## config.mk

```make
export PLATFORM = sky130hd
export DESIGN_NAME = hrdoc_rx_sched
export DESIGN_NICKNAME = d
export VERILOG_FILES = /design/src/hrdoc_pkg.sv /design/src/hrdoc_rx_sched.sv /design/src/hrdoc_fifo.sv /design/src/hrdoc_addr_search.sv
export SDC_FILE = /design/constraint.sdc
export NUM_CORES = 2
export LEC_CHECK = 0
export BUFFER_PORTS_ARGS = -buffer_cell sky130_fd_sc_hd__buf_4
export CORE_UTILIZATION = 55
export DETAILED_ROUTE_END_ITERATION = 6
export HOLD_SLACK_MARGIN = 0.05
export MAX_ROUTING_LAYER = met4
export PLACE_DENSITY = 0.75
export SLEW_MARGIN = 20
export SYNTH_ARGS = -nofsm -noshare
export SYNTH_HDL_FRONTEND = slang
export SYNTH_SLANG_ARGS = --single-unit
```

## constraint.sdc

```tcl
create_clock -name i_core_clk -period 11.05 [get_ports i_core_clk]
set_clock_uncertainty 0.2 [all_clocks]
set_input_delay 1.6575 -clock i_core_clk [delete_from_list [all_inputs] [get_ports i_core_clk]]
set_output_delay 1.6575 -clock i_core_clk [all_outputs]
set_load 0.03 [all_outputs]
```

## src/hrdoc_pkg.sv

```systemverilog
`default_nettype none
package hrdoc_pkg;

  localparam int unsigned FIFO_DEPTH       = 128;
  localparam int unsigned FIFO_ADDR_W      = 7;
  localparam int unsigned DATA_W           = 8;
  localparam int unsigned BUF_DEPTH        = 8;
  localparam int unsigned CLK_MHZ          = 125;
  localparam int unsigned CHAIN_NS         = 13000;
  localparam int unsigned CHAIN_CYC        = (CHAIN_NS * CLK_MHZ) / 1000;
  localparam int unsigned TBL_ENTRIES      = 16;
  localparam int unsigned TBL_IDX_W        = 4;
  localparam logic [7:0]  MATCH_OFF        = 8'h00;
  localparam logic [15:0] OVR_CNT_RESET    = 16'h0000;

  typedef struct packed {
    logic [7:0] data;
    logic       last;
  } hrdoc_rx_beat_type;

  typedef struct packed {
    logic [15:0] addr;
    logic        wide;
  } hrdoc_tbl_entry_type;

  typedef enum logic [2:0] {
    ST_IDLE,
    ST_SEARCH,
    ST_WAIT_RPT,
    ST_XFER,
    ST_EOF,
    ST_CHAIN
  } hrdoc_state_type;

endpackage
`default_nettype wire

```

## src/hrdoc_rx_sched.sv

```systemverilog
`timescale 1ns/1ps
`default_nettype none
module hrdoc_rx_sched #(
  parameter int unsigned ENTRIES   = hrdoc_pkg::TBL_ENTRIES,
  parameter int unsigned IW        = hrdoc_pkg::TBL_IDX_W,
  parameter int unsigned CHAIN_CYC = hrdoc_pkg::CHAIN_CYC,
  parameter int unsigned BUF_LEN   = 64
) (
  input  wire logic                                        i_core_clk,
  input  wire logic                                        i_rst_b,
  input  wire logic                                        i_rx_valid,
  input  wire hrdoc_pkg::hrdoc_rx_beat_type                i_rx_beat,
  input  wire logic [15:0]                                 i_rx_addr,
  input  wire logic [7:0]                                  i_address_match,
  input  wire logic [IW:0]                                 i_address_table_setting,
  input  wire hrdoc_pkg::hrdoc_tbl_entry_type [ENTRIES-1:0] i_addr_table,
  input  wire logic                                        i_chain_en,
  input  wire logic                                        i_report_busy,
  input  wire logic                                        i_eof_done,
  input  wire logic                                        i_tx_valid,
  input  wire logic [7:0]                                  i_tx_data,
  output logic                                             o_tx_valid,
  output logic      [7:0]                                  o_tx_data,
  output logic                                             o_dma_start,
  output logic                                             o_dma_valid,
  input  wire logic                                        i_dma_ready,
  output hrdoc_pkg::hrdoc_rx_beat_type                     o_dma_beat,
  output logic                                             o_rx_irq,
  output logic                                             o_eof_busy,
  output logic                                             o_overrun,
  output logic      [15:0]                                 o_overrun_count,
  input  wire logic                                        i_overrun_clear
);
  hrdoc_pkg::hrdoc_state_type state;
  hrdoc_pkg::hrdoc_state_type next_state;
  logic [7:0]   rx_fifo [hrdoc_pkg::FIFO_DEPTH];
  logic         rx_last [hrdoc_pkg::FIFO_DEPTH];
  logic [6:0]   wr_ptr;
  logic [6:0]   rd_ptr;
  logic [7:0]   fill;
  logic         fifo_full;
  logic         drop;
  logic         srch_start;
  logic         srch_busy;
  logic         srch_done;
  logic         srch_match;
  logic         pending;
  logic [15:0]  chain_cnt;
  logic [15:0]  buf_bytes;
  logic         xfer_pop;
  logic         buf_valid;
  logic         buf_ready;
  logic [3:0]   buf_count;
  logic [8:0]   buf_out;
  logic         ovr_event;

  assign fifo_full = (fill == 8'(hrdoc_pkg::FIFO_DEPTH));
  assign ovr_event = i_rx_valid && fifo_full && !drop;
  assign xfer_pop  = (state == hrdoc_pkg::ST_XFER) && (fill != 8'h00) && buf_ready;
  assign srch_start = (state == hrdoc_pkg::ST_SEARCH) && !srch_busy && !srch_done;

  hrdoc_addr_search #(
    .ENTRIES (ENTRIES),
    .IW      (IW)
  ) u_search (
    .i_core_clk (i_core_clk),
    .i_rst_b    (i_rst_b),
    .i_start    (srch_start),
    .i_rx_addr  (i_rx_addr),
    .i_count    (i_address_table_setting),
    .i_table    (i_addr_table),
    .o_busy     (srch_busy),
    .o_done     (srch_done),
    .o_match    (srch_match)
  );

  hrdoc_fifo #(
    .WIDTH (9),
    .DEPTH (hrdoc_pkg::BUF_DEPTH),
    .AW    (3)
  ) u_buf (
    .i_core_clk (i_core_clk),
    .i_rst_b    (i_rst_b),
    .i_flush    (1'b0),
    .i_valid    (xfer_pop),
    .o_ready    (buf_ready),
    .i_data     ({rx_fifo[rd_ptr], rx_last[rd_ptr]}),
    .o_valid    (buf_valid),
    .i_ready    (i_dma_ready),
    .o_data     (buf_out),
    .o_count    (buf_count)
  );

  assign o_dma_valid = buf_valid;
  assign o_dma_beat  = '{data: buf_out[8:1], last: buf_out[0]};

  // Receive FIFO; new data is dropped once full, until frame end
  always_ff @(posedge i_core_clk) begin
    if (i_rx_valid && !fifo_full && !drop) begin
      rx_fifo[wr_ptr] <= i_rx_beat.data;
      rx_last[wr_ptr] <= i_rx_beat.last;
    end else if (ovr_event) begin
      // Close the stored part so the engine does not wait for a lost end byte
      rx_last[wr_ptr - 7'h1] <= 1'b1;
    end
  end

  always_ff @(posedge i_core_clk) begin
    if (!i_rst_b) begin
      wr_ptr <= '0;
      rd_ptr <= '0;
      fill   <= 8'h00;
    end else begin
      if (i_rx_valid && !fifo_full && !drop) begin
        wr_ptr <= wr_ptr + 7'h1;
      end
      if (xfer_pop) begin
        rd_ptr <= rd_ptr + 7'h1;
      end
      fill <= fill + 8'(i_rx_valid && !fifo_full && !drop) - 8'(xfer_pop);
    end
  end

  // Discard rest of an overrun frame
  always_ff @(posedge i_core_clk) begin
    if (!i_rst_b) begin
      drop <= 1'b0;
    end else if (ovr_event && !i_rx_beat.last) begin
      drop <= 1'b1;
    end else if (i_rx_valid && i_rx_beat.last) begin
      drop <= 1'b0;
    end
  end

  // Sticky overrun flag and count; new overrun wins over clear
  always_ff @(posedge i_core_clk) begin
    if (!i_rst_b) begin
      o_overrun       <= 1'b0;
      o_overrun_count <= hrdoc_pkg::OVR_CNT_RESET;
    end else begin
      if (ovr_event) begin
        o_overrun       <= 1'b1;
        o_overrun_count <= o_overrun_count + 16'h0001;
      end else if (i_overrun_clear) begin
        o_overrun <= 1'b0;
      end
    end
  end

  // Frame start waiting for service
  always_ff @(posedge i_core_clk) begin
    if (!i_rst_b) begin
      pending <= 1'b0;
    end else if (i_rx_valid && state == hrdoc_pkg::ST_IDLE && fill == 8'h00) begin
      pending <= 1'b1;
    end else if ((state == hrdoc_pkg::ST_IDLE || state == hrdoc_pkg::ST_WAIT_RPT) &&
                 !i_report_busy) begin
      pending <= 1'b0;
    end
  end

  always_comb begin
    next_state = state;
    unique case (state)
      hrdoc_pkg::ST_IDLE: begin
        if ((pending || fill != 8'h00) && !i_report_busy) begin
          next_state = (i_address_match != hrdoc_pkg::MATCH_OFF) ?
                       hrdoc_pkg::ST_SEARCH : hrdoc_pkg::ST_XFER;
        end else if (pending || fill != 8'h00) begin
          next_state = hrdoc_pkg::ST_WAIT_RPT;
        end
      end
      hrdoc_pkg::ST_WAIT_RPT: begin
        if (!i_report_busy) begin
          next_state = (i_address_match != hrdoc_pkg::MATCH_OFF) ?
                       hrdoc_pkg::ST_SEARCH : hrdoc_pkg::ST_XFER;
        end
      end
      hrdoc_pkg::ST_SEARCH: begin
        if (srch_done) begin
          next_state = srch_match ? hrdoc_pkg::ST_XFER : hrdoc_pkg::ST_EOF;
        end
      end
      hrdoc_pkg::ST_XFER: begin
        if (xfer_pop && rx_last[rd_ptr]) begin
          next_state = hrdoc_pkg::ST_EOF;
        end else if (xfer_pop && i_chain_en && buf_bytes == 16'(BUF_LEN - 1)) begin
          next_state = hrdoc_pkg::ST_CHAIN;
        end
      end
      hrdoc_pkg::ST_CHAIN: begin
        if (chain_cnt == 16'h0001) begin
          next_state = hrdoc_pkg::ST_XFER;
        end
      end
      hrdoc_pkg::ST_EOF: begin
        if (i_eof_done) begin
          next_state = hrdoc_pkg::ST_IDLE;
        end
      end
    endcase
  end

  always_ff @(posedge i_core_clk) begin
    if (!i_rst_b) begin
      state <= hrdoc_pkg::ST_IDLE;
    end else begin
      state <= next_state;
    end
  end

  // Chain dead time and buffer byte count
  always_ff @(posedge i_core_clk) begin
    if (!i_rst_b) begin
      chain_cnt <= 16'h0000;
      buf_bytes <= 16'h0000;
    end else begin
      if (next_state == hrdoc_pkg::ST_CHAIN && state != hrdoc_pkg::ST_CHAIN) begin
        chain_cnt <= 16'(CHAIN_CYC);
      end else if (chain_cnt != 16'h0000) begin
        chain_cnt <= chain_cnt - 16'h0001;
      end
      if (state == hrdoc_pkg::ST_XFER && xfer_pop) begin
        buf_bytes <= (buf_bytes == 16'(BUF_LEN - 1)) ? 16'h0000 : buf_bytes + 16'h0001;
      end else if (state == hrdoc_pkg::ST_EOF) begin
        buf_bytes <= 16'h0000;
      end
    end
  end

  // Start pulse and masked reception interrupt
  always_ff @(posedge i_core_clk) begin
    if (!i_rst_b) begin
      o_dma_start <= 1'b0;
      o_rx_irq    <= 1'b0;
      o_eof_busy  <= 1'b0;
    end else begin
      o_dma_start <= (next_state == hrdoc_pkg::ST_XFER) &&
                     (state == hrdoc_pkg::ST_IDLE || state == hrdoc_pkg::ST_WAIT_RPT ||
                      state == hrdoc_pkg::ST_SEARCH);
      o_eof_busy  <= (next_state == hrdoc_pkg::ST_EOF);
      o_rx_irq    <= pending && (state != hrdoc_pkg::ST_EOF);
    end
  end

  // Transmit side is a separate register path
  always_ff @(posedge i_core_clk) begin
    if (!i_rst_b) begin
      o_tx_valid <= 1'b0;
      o_tx_data  <= 8'h00;
    end else begin
      o_tx_valid <= i_tx_valid;
      o_tx_data  <= i_tx_data;
    end
  end

  no_start_report_a: assert property (@(posedge i_core_clk) disable iff (!i_rst_b)
    i_report_busy |=> !o_dma_start)
    else $error("dma started during status report");

  no_search_off_a: assert property (@(posedge i_core_clk) disable iff (!i_rst_b)
    (i_address_match == hrdoc_pkg::MATCH_OFF) |=> state != hrdoc_pkg::ST_SEARCH ||
    $past(state) == hrdoc_pkg::ST_SEARCH)
    else $error("search entered with match off");

  search_before_xfer_a: assert property (@(posedge i_core_clk) disable iff (!i_rst_b)
    $past(state) == hrdoc_pkg::ST_SEARCH && state == hrdoc_pkg::ST_XFER |-> $past(srch_match))
    else $error("transfer began without a match");

  overrun_flag_a: assert property (@(posedge i_core_clk) disable iff (!i_rst_b)
    ovr_event |=> o_overrun && o_overrun_count == $past(o_overrun_count) + 16'h0001)
    else $error("overrun not recorded");

  full_no_write_a: assert property (@(posedge i_core_clk) disable iff (!i_rst_b)
    fifo_full && !xfer_pop |=> fill == 8'(hrdoc_pkg::FIFO_DEPTH))
    else $error("fifo grew past capacity");

  drop_frame_a: assert property (@(posedge i_core_clk) disable iff (!i_rst_b)
    drop && !xfer_pop |=> fill <= $past(fill))
    else $error("discarded frame stored");

  irq_masked_a: assert property (@(posedge i_core_clk) disable iff (!i_rst_b)
    state == hrdoc_pkg::ST_EOF |=> !o_rx_irq)
    else $error("irq raised during end processing");

  chain_hold_a: assert property (@(posedge i_core_clk) disable iff (!i_rst_b)
    state != hrdoc_pkg::ST_CHAIN ##1 state == hrdoc_pkg::ST_CHAIN |->
    state == hrdoc_pkg::ST_CHAIN [*8])
    else $error("chain dead time too short");

  tx_pass_a: assert property (@(posedge i_core_clk) disable iff (!i_rst_b)
    i_tx_valid |=> o_tx_valid && o_tx_data == $past(i_tx_data))
    else $error("transmit path stalled");
endmodule
`default_nettype wire

```

## src/hrdoc_fifo.sv

```systemverilog
`timescale 1ns/1ps
`default_nettype none
module hrdoc_fifo #(
  parameter int unsigned WIDTH = 9,
  parameter int unsigned DEPTH = 8,
  parameter int unsigned AW    = 3
) (
  input  wire logic             i_core_clk,
  input  wire logic             i_rst_b,
  input  wire logic             i_flush,
  input  wire logic             i_valid,
  output logic                  o_ready,
  input  wire logic [WIDTH-1:0] i_data,
  output logic                  o_valid,
  input  wire logic             i_ready,
  output logic      [WIDTH-1:0] o_data,
  output logic      [AW:0]      o_count
);
  logic [WIDTH-1:0] mem [DEPTH];
  logic [AW-1:0]    wr_ptr;
  logic [AW-1:0]    rd_ptr;
  logic             push;
  logic             pop;

  assign o_ready = (o_count != (AW+1)'(DEPTH));
  assign o_valid = (o_count != '0);
  assign push    = i_valid && o_ready;
  assign pop     = o_valid && i_ready;
  assign o_data  = mem[rd_ptr];

  always_ff @(posedge i_core_clk) begin
    if (push) begin
      mem[wr_ptr] <= i_data;
    end
  end

  always_ff @(posedge i_core_clk) begin
    if (!i_rst_b || i_flush) begin
      wr_ptr  <= '0;
      rd_ptr  <= '0;
      o_count <= '0;
    end else begin
      if (push) begin
        wr_ptr <= (wr_ptr == AW'(DEPTH - 1)) ? '0 : wr_ptr + AW'(1);
      end
      if (pop) begin
        rd_ptr <= (rd_ptr == AW'(DEPTH - 1)) ? '0 : rd_ptr + AW'(1);
      end
      o_count <= o_count + (AW+1)'(push) - (AW+1)'(pop);
    end
  end

  count_bound_a: assert property (@(posedge i_core_clk) disable iff (!i_rst_b)
    o_count <= (AW+1)'(DEPTH))
    else $error("fifo count above depth");
endmodule
`default_nettype wire

```

## src/hrdoc_addr_search.sv

```systemverilog
`timescale 1ns/1ps
`default_nettype none
module hrdoc_addr_search #(
  parameter int unsigned ENTRIES = 16,
  parameter int unsigned IW      = 4
) (
  input  wire logic                               i_core_clk,
  input  wire logic                               i_rst_b,
  input  wire logic                               i_start,
  input  wire logic [15:0]                        i_rx_addr,
  input  wire logic [IW:0]                        i_count,
  input  wire hrdoc_pkg::hrdoc_tbl_entry_type [ENTRIES-1:0] i_table,
  output logic                                    o_busy,
  output logic                                    o_done,
  output logic                                    o_match
);
  logic [IW:0] idx;
  logic        hit;

  assign hit = i_table[idx[IW-1:0]].wide ? (i_table[idx[IW-1:0]].addr == i_rx_addr)
             : (i_table[idx[IW-1:0]].addr[7:0] == i_rx_addr[7:0]);

  always_ff @(posedge i_core_clk) begin
    if (!i_rst_b) begin
      o_busy  <= 1'b0;
      o_done  <= 1'b0;
      o_match <= 1'b0;
      idx     <= '0;
    end else begin
      o_done <= 1'b0;
      if (i_start && !o_busy) begin
        o_busy  <= 1'b1;
        o_match <= 1'b0;
        idx     <= '0;
      end else if (o_busy) begin
        if (idx >= i_count || idx == (IW+1)'(ENTRIES)) begin
          o_busy <= 1'b0;
          o_done <= 1'b1;
        end else if (hit) begin
          o_busy  <= 1'b0;
          o_done  <= 1'b1;
          o_match <= 1'b1;
        end else begin
          idx <= idx + (IW+1)'(1);
        end
      end
    end
  end

  match_needs_entry_a: assert property (@(posedge i_core_clk) disable iff (!i_rst_b)
    $rose(o_match) |-> $past(o_busy) && $past(idx) < $past(i_count))
    else $error("match reported without a table entry");
endmodule
`default_nettype wire

```

* Yosys cells after proc, flatten, opt, wreduce, memory -nomap -nowiden
Memory sizes are Yosys's and may differ from the RTL's. A register that Yosys moved wholly into a read port is not among the register bits. Index checks and enable logic that the tools add are counted.
Storage, ports and cells: register bits after elaboration 106, RAM bits 1224, input bits 327, output and inout port bits 39, word-level logic and storage cells 164, memories 3
Operators by class: $add $sub $neg 13, magnitude comparators 2, equality and inequality tests 19, multiplexer cells 49, bitwise logic cells 4, reduce and logical (&&, ||, !) cells 51
Memory list:
- rx_fifo | depth 128, width 8, read ports 1, clocked after Yosys merged registers in 1, write ports 1, RTL line hrdoc_rx_sched.sv:36 | logic [7:0] rx_fifo [hrdoc_pkg::FIFO_DEPTH];
- rx_last | depth 128, width 1, read ports 1, clocked after Yosys merged registers in 1, write ports 1, RTL line hrdoc_rx_sched.sv:37 | logic rx_last [hrdoc_pkg::FIFO_DEPTH];
- u_buf.mem | depth 8, width 9, read ports 1, clocked after Yosys merged registers in 1, write ports 1, RTL line hrdoc_fifo.sv:19 | logic [WIDTH-1:0] mem [DEPTH];
Operators with widths (count):
- 17-bit binary-select mux with 4-bit select | 1
- 16-bit two-way mux | 3
- 3-bit two-way mux | 13
- 7-bit two-way mux | 5
- 16-bit by 1-bit adder with 16-bit output (second input constant) | 2
- 1-bit logical AND | 24
- 1-bit two-way mux | 22
- 11-bit two-way mux | 2
- 3-bit == test (second input constant) | 6
- 3-bit case mux with 6 select lines | 1
- 17-bit two-way mux | 1
- 16-bit by 1-bit == test with 1-bit output (second input constant) | 1
- 16-bit == test | 1
- 16-bit by 6-bit == test with 1-bit output (second input constant) | 1
- 16-bit nonzero test | 1
- 8-bit nonzero test | 2
- 16-bit by 1-bit subtractor with 16-bit output (second input constant) | 1
- 7-bit by 1-bit adder with 7-bit output (second input constant) | 2
- 2-bit nonzero test | 5
- 3-bit by 2-bit == test with 1-bit output (second input constant) | 3
- 8-bit by 1-bit adder with 8-bit output | 1
- 8-bit == test | 1
- 8-bit == test (second input constant) | 1
- 8-bit zero test | 1
- 22 further kinds | 37

* Longest topological paths before layout
word-level depth 11, depth in mapped cells 20, depth with buffers taken out 19

* Cells and area by module
From an unflattened synthesis, not the netlist that was laid out.
Unflattened totals: cell total of the unflattened synthesis 3192, area total of the unflattened synthesis 56635.6 µm²
By module, submodules not included:
- hrdoc_rx_sched | times used 1, cells an instance 2619, area an instance 49671.4 µm², sequential area each 36495.0 µm²
- hrdoc_fifo | times used 1, cells an instance 182, area an instance 3485.8 µm², sequential area each 2422.3 µm²
- hrdoc_addr_search | times used 1, cells an instance 391, area an instance 3478.3 µm², sequential area each 160.2 µm²

* Worst setup path before layout
Ideal clock, no wire load.
kind in2reg, start point in i_rx_valid, end point mem rx_last[0], data pin, arrival time 3.812 ns, required time 10.298 ns, slack 6.486 ns, stages on the path 4, path through nand2b_1 or3_1 clkbuf_1 nand2b_1
On the way: word-level cells in the longest chain between the ends 7
RTL lines:
- start: declaration | RTL line hrdoc_rx_sched.sv:11 | input wire logic i_rx_valid,
- 1-bit logical AND (2 in a row) | RTL line hrdoc_rx_sched.sv:58 | assign ovr_event = i_rx_valid && fifo_full && !drop;
- 1-bit two-way mux | RTL line hrdoc_rx_sched.sv:102 | end else if (ovr_event) begin
- 1-bit two-way mux (*) | RTL line hrdoc_rx_sched.sv:99 | if (i_rx_valid && !fifo_full && !drop) begin
- 1-bit two-way mux (not written as such) (*) | RTL line hrdoc_rx_sched.sv:104 | rx_last[wr_ptr - 7'h1] <= 1'b1;
- 1-bit OR reduction (no source line) (*)
- 1-bit two-way mux (no source line) (*)
- end: declaration | RTL line hrdoc_rx_sched.sv:37
Every way passes the cells marked *; elsewhere a longest branch is shown, timed or not.

==> impl_metrics.tcl <==
set metrics [dict create \
    max_freq_ghz 0.1948 \
    grt-ovfl-total 0 \
    wl_per_cell_um 29.29 \
    rsz0062_at_grt "false" \
    synth_warnings 0 \
    syn_inst 3004 \
    crit_required_ns 11.49 \
    post-place-ws_ns 5.799 \
    final_util 0.6396 \
    core_um2 100300 \
    irDropWorstVdd_uv 155.5 \
    cts_setup_buffers 0 \
    cp.arrival_ns 5.57 \
    initial_core_util 0.5566 \
    cts.sinks 1340 \
    clockBufferDepth 3 \
    yosysSeqAreaShare 0.7000 \
    io_buffer_count 365 \
    die_w_um 320.6 \
    yosys.cell_count.top_type "edfxtp_1" \
    die_h_um 320.6 \
    firstDrtPassIters 6 \
    grt_pass1_wl_um 206700 \
    synth_fp_nets 3370 \
    tritoncts "yes" \
    synth_top_area_frac 0.6584 \
    fin_cells 4838 \
    drive_gt1_frac 0.3056 \
    tns_ns 0 \
    gp_congestion 0.9019 \
    cts_root_buf "clkbuf_16" \
    path_max_fanout 113 \
    setup_viol 0 \
    power_leakage_nw 20.21 \
    antenna_found_initial 4 \
    p_total_mw 11.66 \
    cts-buffers-inserted 133 \
    worstSkewPairLatency_ns 0.73 \
    maxCapViolCount 0 \
    grt_use_total 0.2867 \
    synth_commonest_cells "edfxtp_1 (1224), mux4_2 (436), nor2_1 (363), dfxtp_1 (116), nand2_1 (115)" \
    yosys.area.top_type "edfxtp_1" \
    tightest_slew_ns 1.152 \
    synth_xor_area_frac 0.01036 \
    post_synth.cell_area_avg_um2 18.58 \
    cts_hold_buffers 0 \
    rows 116 \
    period_share 0.4645 \
    power_density_nw_per_um2 181.8 \
    post_cts_resized 0 \
    wl_um 141700 \
    grt_start_max_net_pins 129 \
    dp.final_hpwl_um 88370 \
    clkTransAtPathRegs_ns 0.06 \
    vias_per_cell 6.432 \
    synth-edff-count 1224 \
    maxSlewHeadroom 0.2321 \
    report.final.hold_viol_count 0 \
    min_path_cells 2 \
    synth_compound_area_frac 0.01775 \
    synth-simple-area-share 0.05137 \
    synth_mux_area_frac 0.1950 \
    place_inst 4596 \
    rrSetupSlack_ns 5.92 \
    die-area_um2 102800 \
    synth_area_leaders "edfxtp_1 (66%), mux4_2 (18%), dfxtp_1 (4.2%), nor2_1 (2.4%), mux2i_1 (1.5%)" \
    synthFlopType "edfxtp_1" \
    area_delta_synth_final_pct 14.91 \
    ant_nets 0 \
    period_needed_ns 5.133 \
    crit_path_start_kind "flop" \
    synthesis.area_um2 55820 \
    route.vias.total 31120 \
    status "finished clean" \
    postPlaceCellArea_um2 59890 \
    r2r-end "chain_cnt[11]" \
    critPathKind "flop to flop" \
    ys_ff_latch 1340 \
    synthDistinctLibCells 63 \
    drc_errors 0 \
    r2r_cells 10 \
    final_nets 3741 \
    hp-start "u_search.o_busy" \
    hp-class "flop to flop" \
    setup_ws_ns 5.917 \
    ys_async_sr_fraction 0 \
    synth_fa_ha_area_frac 0.009010 \
    holdPathEnd "u_search.o_done" \
    cp-end-kind "flop" \
    htree_levels 4 \
    synth_top_family_by_area "multiplexers" \
    grt_pass1_vias 31260 \
    maxSlewViolCount 0 \
    num_io_pins 366 \
    holdWs_ns 0.2720 \
    drt_iter0_drc 3843 \
    final_area_um2 64140 \
]
## routing by layer
layer | part of all wire | track usage | vias to the layer above | wire length [um]
met2 | 0.50 | 0.4588 | 1952 | 70760
met5 | 0 | - | - | 0
li1 | - | - | 12830 | -
met1 | 0.37 | 0.3727 | 16070 | 52430
met3 | 0.098 | 0.05146 | 264 | 13820
met4 | 0.033 | 0.1008 | 0 | 4700
## where the power goes
| group | leakage (nW) | switching, mW | total [mW] | internal, mW |
|---|---|---|---|---|
| registers | 12.0 | 0.0844 | 5.73 | 5.65 |
| clock network | 2.05 | 1.86 | 4.39 | 2.53 |
| logic | 6.21 | 0.877 | 1.54 | 0.661 |
| total | 20.2 | 2.82 | 11.7 | 8.84 |
## final cells by class
class,instances,area [um^2]
timing repair buffer,398,3050
inverter,46,172.7
clock buffer,170,3626
multi-input combinational,1456,15890
antenna,6,15.01
tap,1357,1698
clock inverter,65,589.3
sequential,1340,39100
fill,6585,36150
## sequential cells by signal (all words and copies together), names as in the netlist, 8 cells and up, named ones only
signal / flops
u_buf.mem: 72
o_overrun_count: 16
rx_fifo: 1024
rx_last: 128
o_tx_data: 8
buf_bytes: 16
chain_cnt: 16
fill: 8
## kinds of logic after synthesis
family | Yosys count
DFF | 1340
and+or+nand+nor | 653
muxes | 540
buffers and inverters | 208
AOI/OAI and AO/OA | 158
xor gates and xnor gates | 66
adders and majority gates | 39
## critical path: stages (launching register included)
cell and delay (ns):
dfxtp_4 0.67, buf_12 0.70, buf_4 0.86, mux2i_1 0.18, mux4_2 0.53, a221oi_1 0.34, nand3_1 0.11, nand4_1 0.46
nand2b_1 0.32, nand2_1 0.26, nor2_1 0.20
## layout by cell type, fill, tap and decap left out, drive strengths merged, types with 22 or more instances in the layout
| master | count |
|---|---|
| ha | 37 |
| clkbuf | 170 |
| clkinv | 50 |
| nor2 | 363 |
| dfxtp | 116 |
| nand2 | 115 |
| mux2i | 83 |
| mux4 | 436 |
| buf | 398 |
| a21oi | 65 |
| xor2 | 28 |
| o21ai | 22 |
| edfxtp | 1224 |
| nand3 | 34 |
| xnor2 | 38 |
| inv | 49 |
## worst max path at each step
stage	slack (ns)	to	startpoint
2_1_floorplan	6.49	rx_last[0]	i_rx_valid
3_3_place_gp	5.88	chain_cnt[11]	flop
3_5_place_dp	5.80	rx_fifo[27][4]	i_rx_valid
4_1_cts	5.77	u_buf.mem[6][7]	flop
5_1_grt	5.43	chain_cnt[11]	flop
6_report	5.92	chain_cnt[11]	flop
Power figures use the tool's default switching activity.
